File: src/rtl/clk_src_map.svh
// Register indices, field positions, reset values and rate limits of the clock source control
`ifndef CLK_SRC_MAP_SVH
`define CLK_SRC_MAP_SVH

// Register indices; byte address is four times the index
`define IDX_SAMPLE_RATE_LO 18'h04e20
`define IDX_SAMPLE_RATE_HI 18'h04e21
`define IDX_SYNC_CONTROL 18'h04e22
`define IDX_ENGINE_STATUS 18'h04e23
`define IDX_CLOCK_OUT_EN 18'h04e8e
`define IDX_CLOCK_OUT_FREQ 18'h04e8f
`define IDX_CLOCK_SOURCE 18'h04ee8
`define IDX_SUPPORTED_SRC 18'h04ee9
`define IDX_OVERSAMPLE 18'h30dbb

// Supported clock source codes, one bit per mode code
`define SUPPORTED_MODES 32'h0000_0029

// Sync control fields
`define SYNC_MASTER_BIT 0
`define SYNC_PLL_BIT 1
`define SYNC_COUNT_LSB 4
`define SYNC_COUNT_MSB 8
`define SYNC_MAX_CARDS 5'h10

// Engine status fields
`define STAT_BUSY_BIT 0
`define STAT_REJECT_BIT 1

// Reset values
`define RST_CLOCK_SOURCE 6'h01
`define RST_SAMPLE_RATE 64'h0000_0000_03b9_aca0
`define RST_OVERSAMPLE 32'h0000_0001
`define RST_SYNC_COUNT 5'h01

// Rate grid and limits in Hz
`define RATE_STEP_HALF 64'h0000_0000_0000_0004
`define RATE_STEP_MASK 64'hffff_ffff_ffff_fff8
`define MIN_RATE_HZ 64'h0000_0000_0000_03e8
`define MAX_RATE_HZ 64'h0000_0000_0773_5940
`define MIN_NATIVE_HZ 64'h0000_0000_02fa_f080

`endif

File: src/rtl/clk_src_pkg.sv
// Types shared by the clock source control and its rate resolver
package clk_src_pkg;

    typedef enum logic [5:0] {
        internal_pll_source = 6'h01,
        direct_external_source = 6'h08,
        external_reference_pll_source = 6'h20
    } clk_mode_t;

    typedef enum logic [1:0] {
        ref_onboard_osc = 2'h0,
        ref_external_pin = 2'h1,
        ref_sync_bus = 2'h2
    } pll_ref_t;

    typedef enum {
        res_idle,
        res_scale
    } res_state_t;

endpackage

File: src/rtl/rate_resolver.sv
// Resolves a requested rate to the nearest achievable rate and its oversampling factor
`timescale 1ns/1ps
`include "clk_src_map.svh"

module rate_resolver import clk_src_pkg::*; (
    input wire logic clk_i, // System clock
    input wire logic rst_i, // Synchronous reset, active high
    input wire logic start_i, // Pulse: resolve request_i
    input wire logic [63:0] request_i, // Requested rate in Hz
    output logic busy_o, // Resolution in progress
    output logic done_o, // Pulse: results valid
    output logic [63:0] rate_o, // Nearest achievable rate
    output logic [63:0] conv_o, // Converter clock rate
    output logic [31:0] factor_o // Oversampling factor
);

    res_state_t state_reg;
    logic [63:0] rounded;
    logic [63:0] clamped;

    // Round to the PLL grid, then hold inside the legal range
    always_comb begin
        rounded = (request_i + `RATE_STEP_HALF) & `RATE_STEP_MASK;
        if (request_i > `MAX_RATE_HZ) begin
            clamped = `MAX_RATE_HZ;
        end else if (rounded < `MIN_RATE_HZ) begin
            clamped = `MIN_RATE_HZ;
        end else begin
            clamped = rounded;
        end
    end

    always_ff @(posedge clk_i) begin
        if (rst_i) begin
            state_reg <= res_idle;
            rate_o <= `RST_SAMPLE_RATE;
            conv_o <= `RST_SAMPLE_RATE;
            factor_o <= `RST_OVERSAMPLE;
            done_o <= 1'b0;
        end else begin
            done_o <= 1'b0;
            if (start_i) begin
                // A new request restarts any resolution in flight
                state_reg <= res_scale;
                rate_o <= clamped;
                conv_o <= clamped;
                factor_o <= `RST_OVERSAMPLE;
            end else begin
                unique case (state_reg)
                    res_idle: begin
                    end
                    res_scale: begin
                        // Doubling keeps the converter at or above its native minimum
                        if (conv_o < `MIN_NATIVE_HZ) begin
                            conv_o <= {conv_o[62:0], 1'b0};
                            factor_o <= {factor_o[30:0], 1'b0};
                        end else begin
                            state_reg <= res_idle;
                            done_o <= 1'b1;
                        end
                    end
                endcase
            end
        end
    end

    assign busy_o = (state_reg == res_scale);

endmodule

File: src/rtl/sample_clock_source_control.sv
// Sample clock source selection, rate programming and clock output control
//
// The Wishbone slave port was decided locally.
`timescale 1ns/1ps
`include "clk_src_map.svh"

module sample_clock_source_control import clk_src_pkg::*; (
    input wire logic clk_i, // System clock, 200 MHz
    input wire logic rst_i, // Synchronous reset, active high
    input wire logic cyc_i, // Wishbone cycle
    input wire logic stb_i, // Wishbone strobe
    input wire logic we_i, // Wishbone write enable
    input wire logic [19:0] adr_i, // Wishbone byte address
    input wire logic [3:0] sel_i, // Wishbone byte selects
    input wire logic [31:0] dat_i, // Wishbone write data
    output logic [31:0] dat_o, // Wishbone read data
    output logic ack_o, // Wishbone acknowledge
    input wire logic ext_clk_i, // External clock connector input
    input wire logic pll_clk_i, // PLL output clock
    input wire logic sync_clk_i, // Distributed sync clock input
    output logic clk_out_o, // Clock output connector level
    output logic clk_out_oe_o, // Clock output connector drive enable
    output logic sync_clk_o, // Sync clock distribution level
    output logic sync_clk_oe_o, // Sync clock distribution drive enable
    output logic [1:0] pll_ref_sel_o, // PLL reference selection
    output logic pll_bypass_o, // Sample clock taken directly from pin
    output logic [63:0] pll_target_hz_o, // PLL target converter rate
    output logic pll_load_o, // Pulse: load new PLL target
    output logic [31:0] dig_divide_o, // Digital path divide factor
    output logic dig_sample_en_o // Pulse: digital sample slot
);

    ////////////////////////////////////////////////////////////////////////////
    // Helper functions

    function automatic logic is_reg(input logic [19:0] adr, input logic [17:0] idx);
        is_reg = (adr[19:2] == idx) && (adr[1:0] == 2'h0);
    endfunction

    function automatic logic [31:0] merge_bytes(input logic [31:0] old_val,
                                                input logic [31:0] new_val,
                                                input logic [3:0] sel);
        logic [31:0] res;
        res = old_val;
        for (int b = 0; b < 4; b++) begin
            if (sel[b]) begin
                res[b*8 +: 8] = new_val[b*8 +: 8];
            end
        end
        merge_bytes = res;
    endfunction

    // Exactly one bit set, and that bit offered in the supported mask
    function automatic logic mode_ok(input logic [31:0] code);
        mode_ok = (code != 32'h0) && ((code & (code - 32'h1)) == 32'h0)
                  && ((code & ~`SUPPORTED_MODES) == 32'h0);
    endfunction

    ////////////////////////////////////////////////////////////////////////////
    // Pin synchronisers

    logic [2:0] pin_raw;
    logic [2:0] pin_meta_reg;
    logic [2:0] pin_sync_reg;

    assign pin_raw = {sync_clk_i, pll_clk_i, ext_clk_i};

    generate
        for (genvar g = 0; g < 3; g++) begin : gen_sync
            always_ff @(posedge clk_i) begin
                if (rst_i) begin
                    pin_meta_reg[g] <= 1'b0;
                    pin_sync_reg[g] <= 1'b0;
                end else begin
                    pin_meta_reg[g] <= pin_raw[g];
                    pin_sync_reg[g] <= pin_meta_reg[g];
                end
            end
        end
    endgenerate

    logic ext_lvl;
    logic pll_lvl;
    assign ext_lvl = pin_sync_reg[0];
    assign pll_lvl = pin_sync_reg[1];

    ////////////////////////////////////////////////////////////////////////////
    // Wishbone slave: ack one cycle after the request, dropped the next cycle

    logic ack_reg;
    logic access;
    logic wr_fire;

    assign access = cyc_i && stb_i && !ack_reg;
    assign wr_fire = access && we_i;

    always_ff @(posedge clk_i) begin
        if (rst_i) begin
            ack_reg <= 1'b0;
        end else begin
            ack_reg <= access;
        end
    end

    assign ack_o = ack_reg;

    ////////////////////////////////////////////////////////////////////////////
    // Clock source select

    clk_mode_t mode_reg;
    logic reject_reg;
    logic [31:0] mode_wdata;

    assign mode_wdata = merge_bytes({26'h0, mode_reg}, dat_i, sel_i);

    always_ff @(posedge clk_i) begin
        if (rst_i) begin
            mode_reg <= clk_mode_t'(`RST_CLOCK_SOURCE);
            reject_reg <= 1'b0;
        end else if (wr_fire && is_reg(adr_i, `IDX_CLOCK_SOURCE)) begin
            if (mode_ok(mode_wdata)) begin
                mode_reg <= clk_mode_t'(mode_wdata[5:0]);
                reject_reg <= 1'b0;
            end else begin
                reject_reg <= 1'b1;
            end
        end
    end

    ////////////////////////////////////////////////////////////////////////////
    // Sample rate request and resolution

    logic [63:0] rate_req_reg;
    logic [63:0] rate_req_next;
    logic rate_start_reg;
    logic res_busy;
    logic res_done;
    logic [63:0] res_rate;
    logic [63:0] res_conv;
    logic [31:0] res_factor;

    // High word is staged; the low-word write launches the PLL update
    always_comb begin
        rate_req_next = rate_req_reg;
        if (wr_fire && is_reg(adr_i, `IDX_SAMPLE_RATE_LO)) begin
            rate_req_next[31:0] = merge_bytes(rate_req_reg[31:0], dat_i, sel_i);
        end
        if (wr_fire && is_reg(adr_i, `IDX_SAMPLE_RATE_HI)) begin
            rate_req_next[63:32] = merge_bytes(rate_req_reg[63:32], dat_i, sel_i);
        end
    end

    always_ff @(posedge clk_i) begin
        if (rst_i) begin
            rate_req_reg <= `RST_SAMPLE_RATE;
            rate_start_reg <= 1'b0;
        end else begin
            rate_req_reg <= rate_req_next;
            rate_start_reg <= wr_fire && is_reg(adr_i, `IDX_SAMPLE_RATE_LO);
        end
    end

    rate_resolver u_resolver (
        .clk_i(clk_i),
        .rst_i(rst_i),
        .start_i(rate_start_reg),
        .request_i(rate_req_reg),
        .busy_o(res_busy),
        .done_o(res_done),
        .rate_o(res_rate),
        .conv_o(res_conv),
        .factor_o(res_factor)
    );

    ////////////////////////////////////////////////////////////////////////////
    // Clock output enable and sync control

    logic clk_out_en_reg;
    logic sync_master_reg;
    logic sync_pll_reg;
    logic [4:0] sync_count_reg;
    logic [31:0] sync_wdata;
    logic [4:0] sync_count_wr;

    assign sync_wdata = merge_bytes({23'h0, sync_count_reg, 2'h0, sync_pll_reg,
                                     sync_master_reg}, dat_i, sel_i);
    assign sync_count_wr = sync_wdata[`SYNC_COUNT_MSB:`SYNC_COUNT_LSB];

    always_ff @(posedge clk_i) begin
        if (rst_i) begin
            clk_out_en_reg <= 1'b0;
        end else if (wr_fire && is_reg(adr_i, `IDX_CLOCK_OUT_EN) && sel_i[0]) begin
            clk_out_en_reg <= dat_i[0];
        end
    end

    always_ff @(posedge clk_i) begin
        if (rst_i) begin
            sync_master_reg <= 1'b0;
            sync_pll_reg <= 1'b0;
            sync_count_reg <= `RST_SYNC_COUNT;
        end else if (wr_fire && is_reg(adr_i, `IDX_SYNC_CONTROL)) begin
            sync_master_reg <= sync_wdata[`SYNC_MASTER_BIT];
            sync_pll_reg <= sync_wdata[`SYNC_PLL_BIT];
            // Group sizes outside one to sixteen cards keep the old count
            if (sync_count_wr != 5'h0 && sync_count_wr <= `SYNC_MAX_CARDS) begin
                sync_count_reg <= sync_count_wr;
            end
        end
    end

    ////////////////////////////////////////////////////////////////////////////
    // Source routing and PLL configuration

    logic direct_mode;
    logic [31:0] eff_factor;
    logic [63:0] eff_conv;

    assign direct_mode = (mode_reg == direct_external_source);
    // No synthesis and no oversampling on a directly fed clock
    assign eff_factor = direct_mode ? `RST_OVERSAMPLE : res_factor;
    assign eff_conv = direct_mode ? 64'h0 : res_conv;

    always_ff @(posedge clk_i) begin
        if (rst_i) begin
            pll_ref_sel_o <= ref_onboard_osc;
            pll_bypass_o <= 1'b0;
        end else begin
            pll_bypass_o <= direct_mode;
            if (sync_pll_reg && !direct_mode) begin
                pll_ref_sel_o <= ref_sync_bus;
            end else if (mode_reg == external_reference_pll_source) begin
                pll_ref_sel_o <= ref_external_pin;
            end else begin
                pll_ref_sel_o <= ref_onboard_osc;
            end
        end
    end

    always_ff @(posedge clk_i) begin
        if (rst_i) begin
            pll_target_hz_o <= `RST_SAMPLE_RATE;
            pll_load_o <= 1'b0;
        end else begin
            pll_load_o <= res_done;
            if (res_done) begin
                // Converter is programmed at the oversampled rate
                pll_target_hz_o <= res_conv;
            end
        end
    end

    ////////////////////////////////////////////////////////////////////////////
    // Sample clock, clock output and digital sample slots

    logic sample_lvl;
    logic sample_prev_reg;
    logic [31:0] slot_cnt_reg;

    // Converter clock itself goes out, not the slower digital rate
    assign sample_lvl = direct_mode ? ext_lvl : pll_lvl;

    always_ff @(posedge clk_i) begin
        if (rst_i) begin
            clk_out_o <= 1'b0;
            clk_out_oe_o <= 1'b0;
        end else begin
            clk_out_oe_o <= clk_out_en_reg;
            clk_out_o <= clk_out_en_reg && sample_lvl;
        end
    end

    always_ff @(posedge clk_i) begin
        if (rst_i) begin
            sync_clk_o <= 1'b0;
            sync_clk_oe_o <= 1'b0;
        end else begin
            sync_clk_oe_o <= sync_master_reg;
            sync_clk_o <= sync_master_reg && sample_lvl;
        end
    end

    always_ff @(posedge clk_i) begin
        if (rst_i) begin
            sample_prev_reg <= 1'b0;
        end else begin
            sample_prev_reg <= sample_lvl;
        end
    end

    // One slot per factor converter edges keeps the digital path at the set rate
    always_ff @(posedge clk_i) begin
        if (rst_i) begin
            slot_cnt_reg <= 32'h0;
            dig_sample_en_o <= 1'b0;
            dig_divide_o <= `RST_OVERSAMPLE;
        end else begin
            dig_divide_o <= eff_factor;
            dig_sample_en_o <= 1'b0;
            if (sample_lvl && !sample_prev_reg) begin
                if (slot_cnt_reg + 32'h1 >= eff_factor) begin
                    slot_cnt_reg <= 32'h0;
                    dig_sample_en_o <= 1'b1;
                end else begin
                    slot_cnt_reg <= slot_cnt_reg + 32'h1;
                end
            end
        end
    end

    ////////////////////////////////////////////////////////////////////////////
    // Read path

    logic [31:0] rd_mux;

    always_comb begin
        rd_mux = 32'h0;
        if (is_reg(adr_i, `IDX_SAMPLE_RATE_LO)) begin
            rd_mux = res_rate[31:0];
        end else if (is_reg(adr_i, `IDX_SAMPLE_RATE_HI)) begin
            rd_mux = res_rate[63:32];
        end else if (is_reg(adr_i, `IDX_CLOCK_SOURCE)) begin
            rd_mux = {26'h0, mode_reg};
        end else if (is_reg(adr_i, `IDX_SUPPORTED_SRC)) begin
            rd_mux = `SUPPORTED_MODES;
        end else if (is_reg(adr_i, `IDX_CLOCK_OUT_EN)) begin
            rd_mux = {31'h0, clk_out_en_reg};
        end else if (is_reg(adr_i, `IDX_CLOCK_OUT_FREQ)) begin
            rd_mux = eff_conv[31:0];
        end else if (is_reg(adr_i, `IDX_OVERSAMPLE)) begin
            rd_mux = eff_factor;
        end else if (is_reg(adr_i, `IDX_SYNC_CONTROL)) begin
            rd_mux = {23'h0, sync_count_reg, 2'h0, sync_pll_reg, sync_master_reg};
        end else if (is_reg(adr_i, `IDX_ENGINE_STATUS)) begin
            rd_mux[`STAT_BUSY_BIT] = res_busy || rate_start_reg;
            rd_mux[`STAT_REJECT_BIT] = reject_reg;
        end
    end

    always_ff @(posedge clk_i) begin
        if (rst_i) begin
            dat_o <= 32'h0;
        end else if (access && !we_i) begin
            dat_o <= rd_mux;
        end else begin
            dat_o <= 32'h0;
        end
    end

endmodule

File: config.mk
export PLATFORM = sky130hd
export DESIGN_NAME = sample_clock_source_control
export DESIGN_NICKNAME = d
export VERILOG_FILES = /design/src/rtl/clk_src_pkg.sv /design/src/rtl/rate_resolver.sv /design/src/rtl/sample_clock_source_control.sv
export VERILOG_INCLUDE_DIRS = /design/src /design/src/rtl
export SDC_FILE = /design/constraint.sdc
export NUM_CORES = 1
export LEC_CHECK = 0
export CORE_MARGIN = 10
export CORE_UTILIZATION = 35
export DETAILED_ROUTE_END_ITERATION = 8
export DONT_BUFFER_PORTS = 1
export PLACE_DENSITY_LB_ADDON = 0.1
export SLEW_MARGIN = 10
export SYNTH_ARGS = -nofsm -noshare
export SYNTH_HDL_FRONTEND = slang
export SYNTH_SLANG_ARGS = --single-unit
File: constraint.sdc
create_clock -name clk_i -period 5.6 [get_ports clk_i]
set_input_delay 0.28 -clock clk_i [delete_from_list [all_inputs] [get_ports clk_i]]
set_output_delay 0.28 -clock clk_i [all_outputs]
set_load 0.01 [all_outputs]
Word level (Yosys, flattened, before mapping)
Cells that the tools add are included.
{"block": "totals", "input_bits": 64, "wordCells": 153, "rom_bits": 0, "ff_bits": 417, "latch_bits": 0, "mem_count": 0, "out_inout_bits": 138, "ram_bits": 0}
{"block": "op_classes", "n_reduce_logical": 57, "n_mul": 0, "n_shift": 0, "muxes": 33, "div_mod_pow": 0, "n_bitwise": 4, "add_sub_neg": 3, "n_lt_le_gt_ge": 5, "n_eq_ne": 12}
{"op": "2-to-1 mux 32 bit", "n": 10}
{"op": "2-to-1 mux 64 bit", "n": 5}
{"op": "== test 18 x 15 -> 1 bit, second input constant", "n": 8}
{"op": "adder 64 x 3 -> 64 bit, second input constant", "n": 1}
{"op": "> comparator 64 x 27 -> 1 bit, second input constant", "n": 1}
{"op": "logical NOT 32 bit", "n": 2}
{"op": "less-than comparator 64 x 10 -> 1 bit, second input constant", "n": 1}
{"op": "less-than comparator 64 x 26 -> 1 bit, second input constant", "n": 1}
{"op": "2-to-1 mux 8 bit", "n": 5}
{"op": "adder 32 x 1 -> 32 bit, second input constant", "n": 1}
{"op": "AND 32 bit", "n": 1}
{"op": ">= comparator 32 bit", "n": 1}
{"op": "nonzero test 32 bit", "n": 1}
{"op": "subtractor 32 x 1 -> 32 bit, second input constant", "n": 1}
{"op": "AND reduction 2 bit", "n": 14}
{"op": "logical AND 1 bit", "n": 26}
{"op": "== test 18 bit, second input constant", "n": 1}
{"op": "2-to-1 mux 1 bit", "n": 9}
{"op": "OR reduction 2 bit", "n": 4}
{"op": "2-to-1 mux 7 bit", "n": 1}
{"op": "== test 6 x 4 -> 1 bit, second input constant", "n": 1}
{"op": "== test 6 bit, second input constant", "n": 1}
{"op": "2-to-1 mux 2 bit", "n": 3}
{"op": "<= comparator 5 bit, second input constant", "n": 1}
{"op": "other kinds (8)", "n": 14}

Longest topological paths before layout
{"block": "depth", "depth_word": 11, "depth_mapped": 21}

By module
From an unflattened synthesis, not the netlist that was laid out.
{"block": "unflattened", "cells_unflattened": 2217, "area_unflattened_um2": 18890.6}
{"mod": "sample_clock_source_control", "area_each_um2": 11283.3, "cells_each": 1318, "instances": 1}
{"mod": "rate_resolver", "area_each_um2": 7607.3, "cells_each": 899, "instances": 1}

Worst setup path after synthesis
Ideal clock, no wire load.
{"block": "synth_timing", "kind": "flip-flop to flip-flop", "from": "reg mode_reg[0]", "to": "reg slot_cnt_reg[13]", "t_required_ps": 5530, "path_stages_with_launch": 19, "arrival_ps": 4131, "setup_slack_ps": 1398, "setup_ps": 70, "synth_period_minus_slack_ps": 4202, "n_path_buf": 5, "path_cell_list": "dfxtp_1 > or4_1 > or3b_2 > clkbuf_1 > clkbuf_1 > buf_1 > nand2_1 > ha_1 > a21o_1 > a21o_1 > a21oi_1 > nor2b_1 > o21ai_0 > a21oi_1 > nor4b_1 > clkbuf_1 > buf_1 > nand3_1 > a21oi_1"}
{"block": "synth_between", "elab_chain_len": 4}
{"item": "from (decl)", "line": "sample_clock_source_control.sv:110", "text": "clk_mode_t mode_reg;"}
{"item": "from (signal assigned)", "line": "sample_clock_source_control.sv:118", "text": "mode_reg <= clk_mode_t'(`RST_CLOCK_SOURCE);"}
{"item": "from (signal assigned)", "line": "sample_clock_source_control.sv:122", "text": "mode_reg <= clk_mode_t'(mode_wdata[5:0]);"}
{"item": "== test 6 x 4 -> 1 bit *", "line": "sample_clock_source_control.sv:219", "text": "assign direct_mode = (mode_reg == direct_external_source);"}
{"item": "2-to-1 mux 32 bit", "line": "sample_clock_source_control.sv:221", "text": "assign eff_factor = direct_mode ? `RST_OVERSAMPLE : res_factor;"}
{"item": ">= comparator 32 bit", "line": "sample_clock_source_control.sv:301", "text": "if (slot_cnt_reg + 32'h1 >= eff_factor) begin"}
{"item": "2-to-1 mux 32 bit", "line": "sample_clock_source_control.sv:301"}
{"item": "to (signal assigned)", "line": "sample_clock_source_control.sv:305", "text": "slot_cnt_reg <= slot_cnt_reg + 32'h1;"}
{"item": "to (decl)", "line": "sample_clock_source_control.sv:258", "text": "logic [31:0] slot_cnt_reg;"}
Every way passes the cells marked *; elsewhere a longest branch is shown, timed or not.
A chain may end at the register's enable or synchronous reset.

Worst setup path in the final report
{"block": "layout_timing", "from": "reg slot_cnt_reg[2]", "to": "reg slot_cnt_reg[2]"}
{"block": "layout_between", "elab_chain_len": 3}
{"item": "adder 32 x 1 -> 32 bit *", "line": "sample_clock_source_control.sv:301, sample_clock_source_control.sv:305"}
{"item": ">= comparator 32 bit", "line": "sample_clock_source_control.sv:301"}
{"item": "2-to-1 mux 32 bit *", "line": "sample_clock_source_control.sv:301"}
Marks and branches as above.

==> run_results.csv <==
group,metric,value,unit
setup_path,cpMostUsedCell,"and3_1",
logic_synthesis,synth_common_cells,"dfxtp_1, nand2_1, nor2_1",
logic_synthesis,yosysUniqueCellTypes,80,
grt,grt_pass1_vias,14900,
timing,setup_violations,0,
setup_path,cp-start-kind,"flip-flop",
power,power.leakage,7.458,nW
setup_path,path_cells,"and3_1 > and3_1 > and3_1 > nand2_1 > nor3_1 > nand3_1 > xnor2_1 > ha_1 > nand4_1 > nor2_1 > nand4_1 > a311oi_1 > nor4b_2 > buf_4 > nand4b_1 > a31oi_1",
floorplan,initial_core_util,0.3539,
clock_network,cts_inserted_buffers,47,
setup_path,critPathCaptureType,"flip-flop",
logic_synthesis,syn_area_per_cell,8.510,µm²
route,antenna_left,0,
route,viasPerCell,5.462,
logic_synthesis,synth_most_common_cell,"dfxtp_1",
logic_synthesis,synth_top_area_frac,0.4489,
timing,max_slew_margin,0.2735,
route,first_iter_violations,1105,
grt,grt_max_degree,204,
timing,hold_violations,0,
clock_network,h-tree-depth,2,
clock_network,clock_sinks,408,
place,globalplace.congestion,0.8766,
timing,finalCritPeriodShare,0.8194,
route,wl_per_cell,21.29,µm
route,drt-total-wl,59930,µm
logic_synthesis,async_reset_ff_frac,0,
min_path,hold_class,"primary input to flip-flop",
clock_network,cts_root_buffer,"clkbuf_16",
clock_network,cts_buffer_depth,3,
logic_synthesis,ys_seq_area_frac,0.4489,
setup_path,arrival,5.01,ns
floorplan,rows,83,
run_status,status,"finished clean",
cells_and_area,nFillCells,5193,
route,drt_first_pass_iters,5,
floorplan,chipWidth,248.0,µm
cells_and_area,drive_gt1_frac,0.06042,
setup_path,reg2reg_depth,16,
grt,grt-ovfl-total,0,
flow_run,drv_cap,0,
power,ir_drop,188.2,µV
timing,tightestPinTransition,1.090,ns
place,dpl.hpwl,41360,µm
logic_synthesis,synth_warnings,0,
logic_synthesis,netlist_instances,2138,
logic_synthesis,syn_area,18190,µm²
timing,whs,0.04759,ns
route,route.detailed.drc,0,
clock_network,clk_latency,0.58,ns
logic_synthesis,synth-main-ff-cell,"dfxtp_1",
place,io_buffer_count,0,
timing,finalCriticalPeriod,4.588,ns
grt,grt_pass1_wl,91580,µm
floorplan,die_h,248.0,µm
cells_and_area,syn2layout_area_growth,14.22,%
setup_path,crit_required,6.02,ns
setup_path,path_max_fanout,22,
logic_synthesis,yosys.area.top_type,"dfxtp_1",
setup_path,cp_slowest_stage_delay,0.64,ns
setup_path,critical_path.slowest_cell,"nor3_1",
clock_network,post_cts_buffers,0,
floorplan,coreArea,51410,µm²
timing,setup_tns,0,ns
cells_and_area,fin_nets,2199,
power,p_per_area,303.2,nW/µm²
logic_synthesis,synth_edf_count,0,
timing,skew,0.01547,ns
timing,rsz0062_at_grt,"false",
grt,grt_antenna_before_repair,0,
cells_and_area,diodes,0,
cells_and_area,seqCellArea,8172,µm²
floorplan,boundaryPins,202,
logic_synthesis,synth_area_leaders,"dfxtp_1, mux2i_1, nand2_1",
route,vias,15380,
floorplan,die_area,61510,µm²
grt,grt_use_total,0.1891,
timing,max_freq,217.9,MHz
setup_path,path_class,"flip-flop to flip-flop",
clock_network,path_clk_slew,0.06,ns
timing,slew_violations,0,
min_path,holdPathStages,3,
clock_network,cts_tree,"done",
cells_and_area,multi_input_area,9349,µm²
logic_synthesis,ys_ff_latch,408,
cells_and_area,largest_reg_flops,64,
through the flow:
| step | utilization | cells | cell area (µm²) | setup WS (ns) | power, mW |
|---|---|---|---|---|---|
| after floorplan | - | 2140 | 18200 | 1.399 | 3.034 |
| after global placement | 0.3618 | 2679 | 18600 | 1.306 | 3.025 |
| after global routing | 0.4043 | 2815 | 20780 | 0.6327 | 6.505 |
| final | 0.4043 | 2815 | 20780 | 1.012 | 6.302 |
| after CTS | 0.4043 | 2815 | 20780 | 1.085 | 6.390 |
| after detailed placement | 0.3618 | 2679 | 18600 | 1.164 | 3.025 |
worst max-delay path: cells and delay by family, from the launching register on:
family	cells	cell delay, ns
buf+inv	1	0.23
xor+xnor	1	0.19
fa+ha+maj	1	0.32
flops	1	0.45
simple gates	11	2.73
compound gates	2	0.49
layer usage:
| metal | wire (µm) | global-route usage | vias to the layer above |
|---|---|---|---|
| met5 | 0 | 0 | - |
| met4 | 1318 | 0.05128 | 0 |
| met3 | 3540 | 0.04074 | 80 |
| met2 | 28190 | 0.3104 | 372 |
| met1 | 26880 | 0.2467 | 7467 |
| li1 | - | - | 7457 |
logic make-up after synthesis:
| family | Yosys count | synth area share |
|---|---|---|
| muxes | 139 | 0.07764 |
| adders and majority gates | 35 | 0.02407 |
| and+or+nand+nor | 951 | 0.2537 |
| AOI/OAI and AO/OA | 349 | 0.1208 |
| other | 1 | 0.0002061 |
| buffers and inverters | 184 | 0.04050 |
| DFF | 408 | 0.4489 |
| xor gates and xnor gates | 71 | 0.03418 |
worst paths after layout:
check | from | endpoint | slack, ns
hold reg to reg | pin_meta_reg[0]$_SDFF_PP0_ | ext_lvl$_SDFF_PP0_ | 0.44
hold / removal | adr_i[2] | dat_o[1]$_SDFF_PP0_ | 0.05
setup / recovery | slot_cnt_reg[2]$_SDFFE_PP0P_ | slot_cnt_reg[2]$_SDFFE_PP0P_ | 1.01
setup reg to reg | slot_cnt_reg[2]$_SDFFE_PP0P_ | slot_cnt_reg[2]$_SDFFE_PP0P_ | 1.01
power breakdown:
part	total, mW	switching [mW]	internal [mW]
Clock	3.28	1.28	2.00
Sequential	2.90	0.000846	2.90
Combinational	0.120	0.0846	0.0359
cell type report:
cell class | count | area share
inverter | 25 | 0.004515
tap | 680 | 0.04094
clock buffer | 67 | 0.06659
sequential | 408 | 0.3932
multi-input combinational | 1548 | 0.4499
clock inverter | 17 | 0.01252
timing repair buffer | 70 | 0.03239
layout by cell type, fill, tap and decap left out, types with 9 or more instances in the layout:
cell type / count
nor2_1: 235
a21oi_1: 162
nand4_1: 44
buf_4: 18
dfxtp_1: 407
clkbuf_16: 49
nand2_1: 281
mux2i_1: 131
ha_1: 35
a31oi_1: 13
and4_1: 13
a21o_1: 22
xor2_1: 26
or4_1: 11
and3_1: 67
nor2b_1: 14
inv_1: 23
nor4_1: 37
nor3_1: 39
and2_1: 46
xnor2_1: 45
clkbuf_1: 9
dlygate4sd3_1: 51
a32oi_1: 33
o21ai_0: 44
nand3_1: 109
o21bai_1: 11
clkbuf_8: 9
what timing repair did:
action,CTS,global route
resized for setup,0,0
hold buffers,52,0
hold endpoints to repair,221,0
Note: power is estimated with default switching activity, not from simulation.
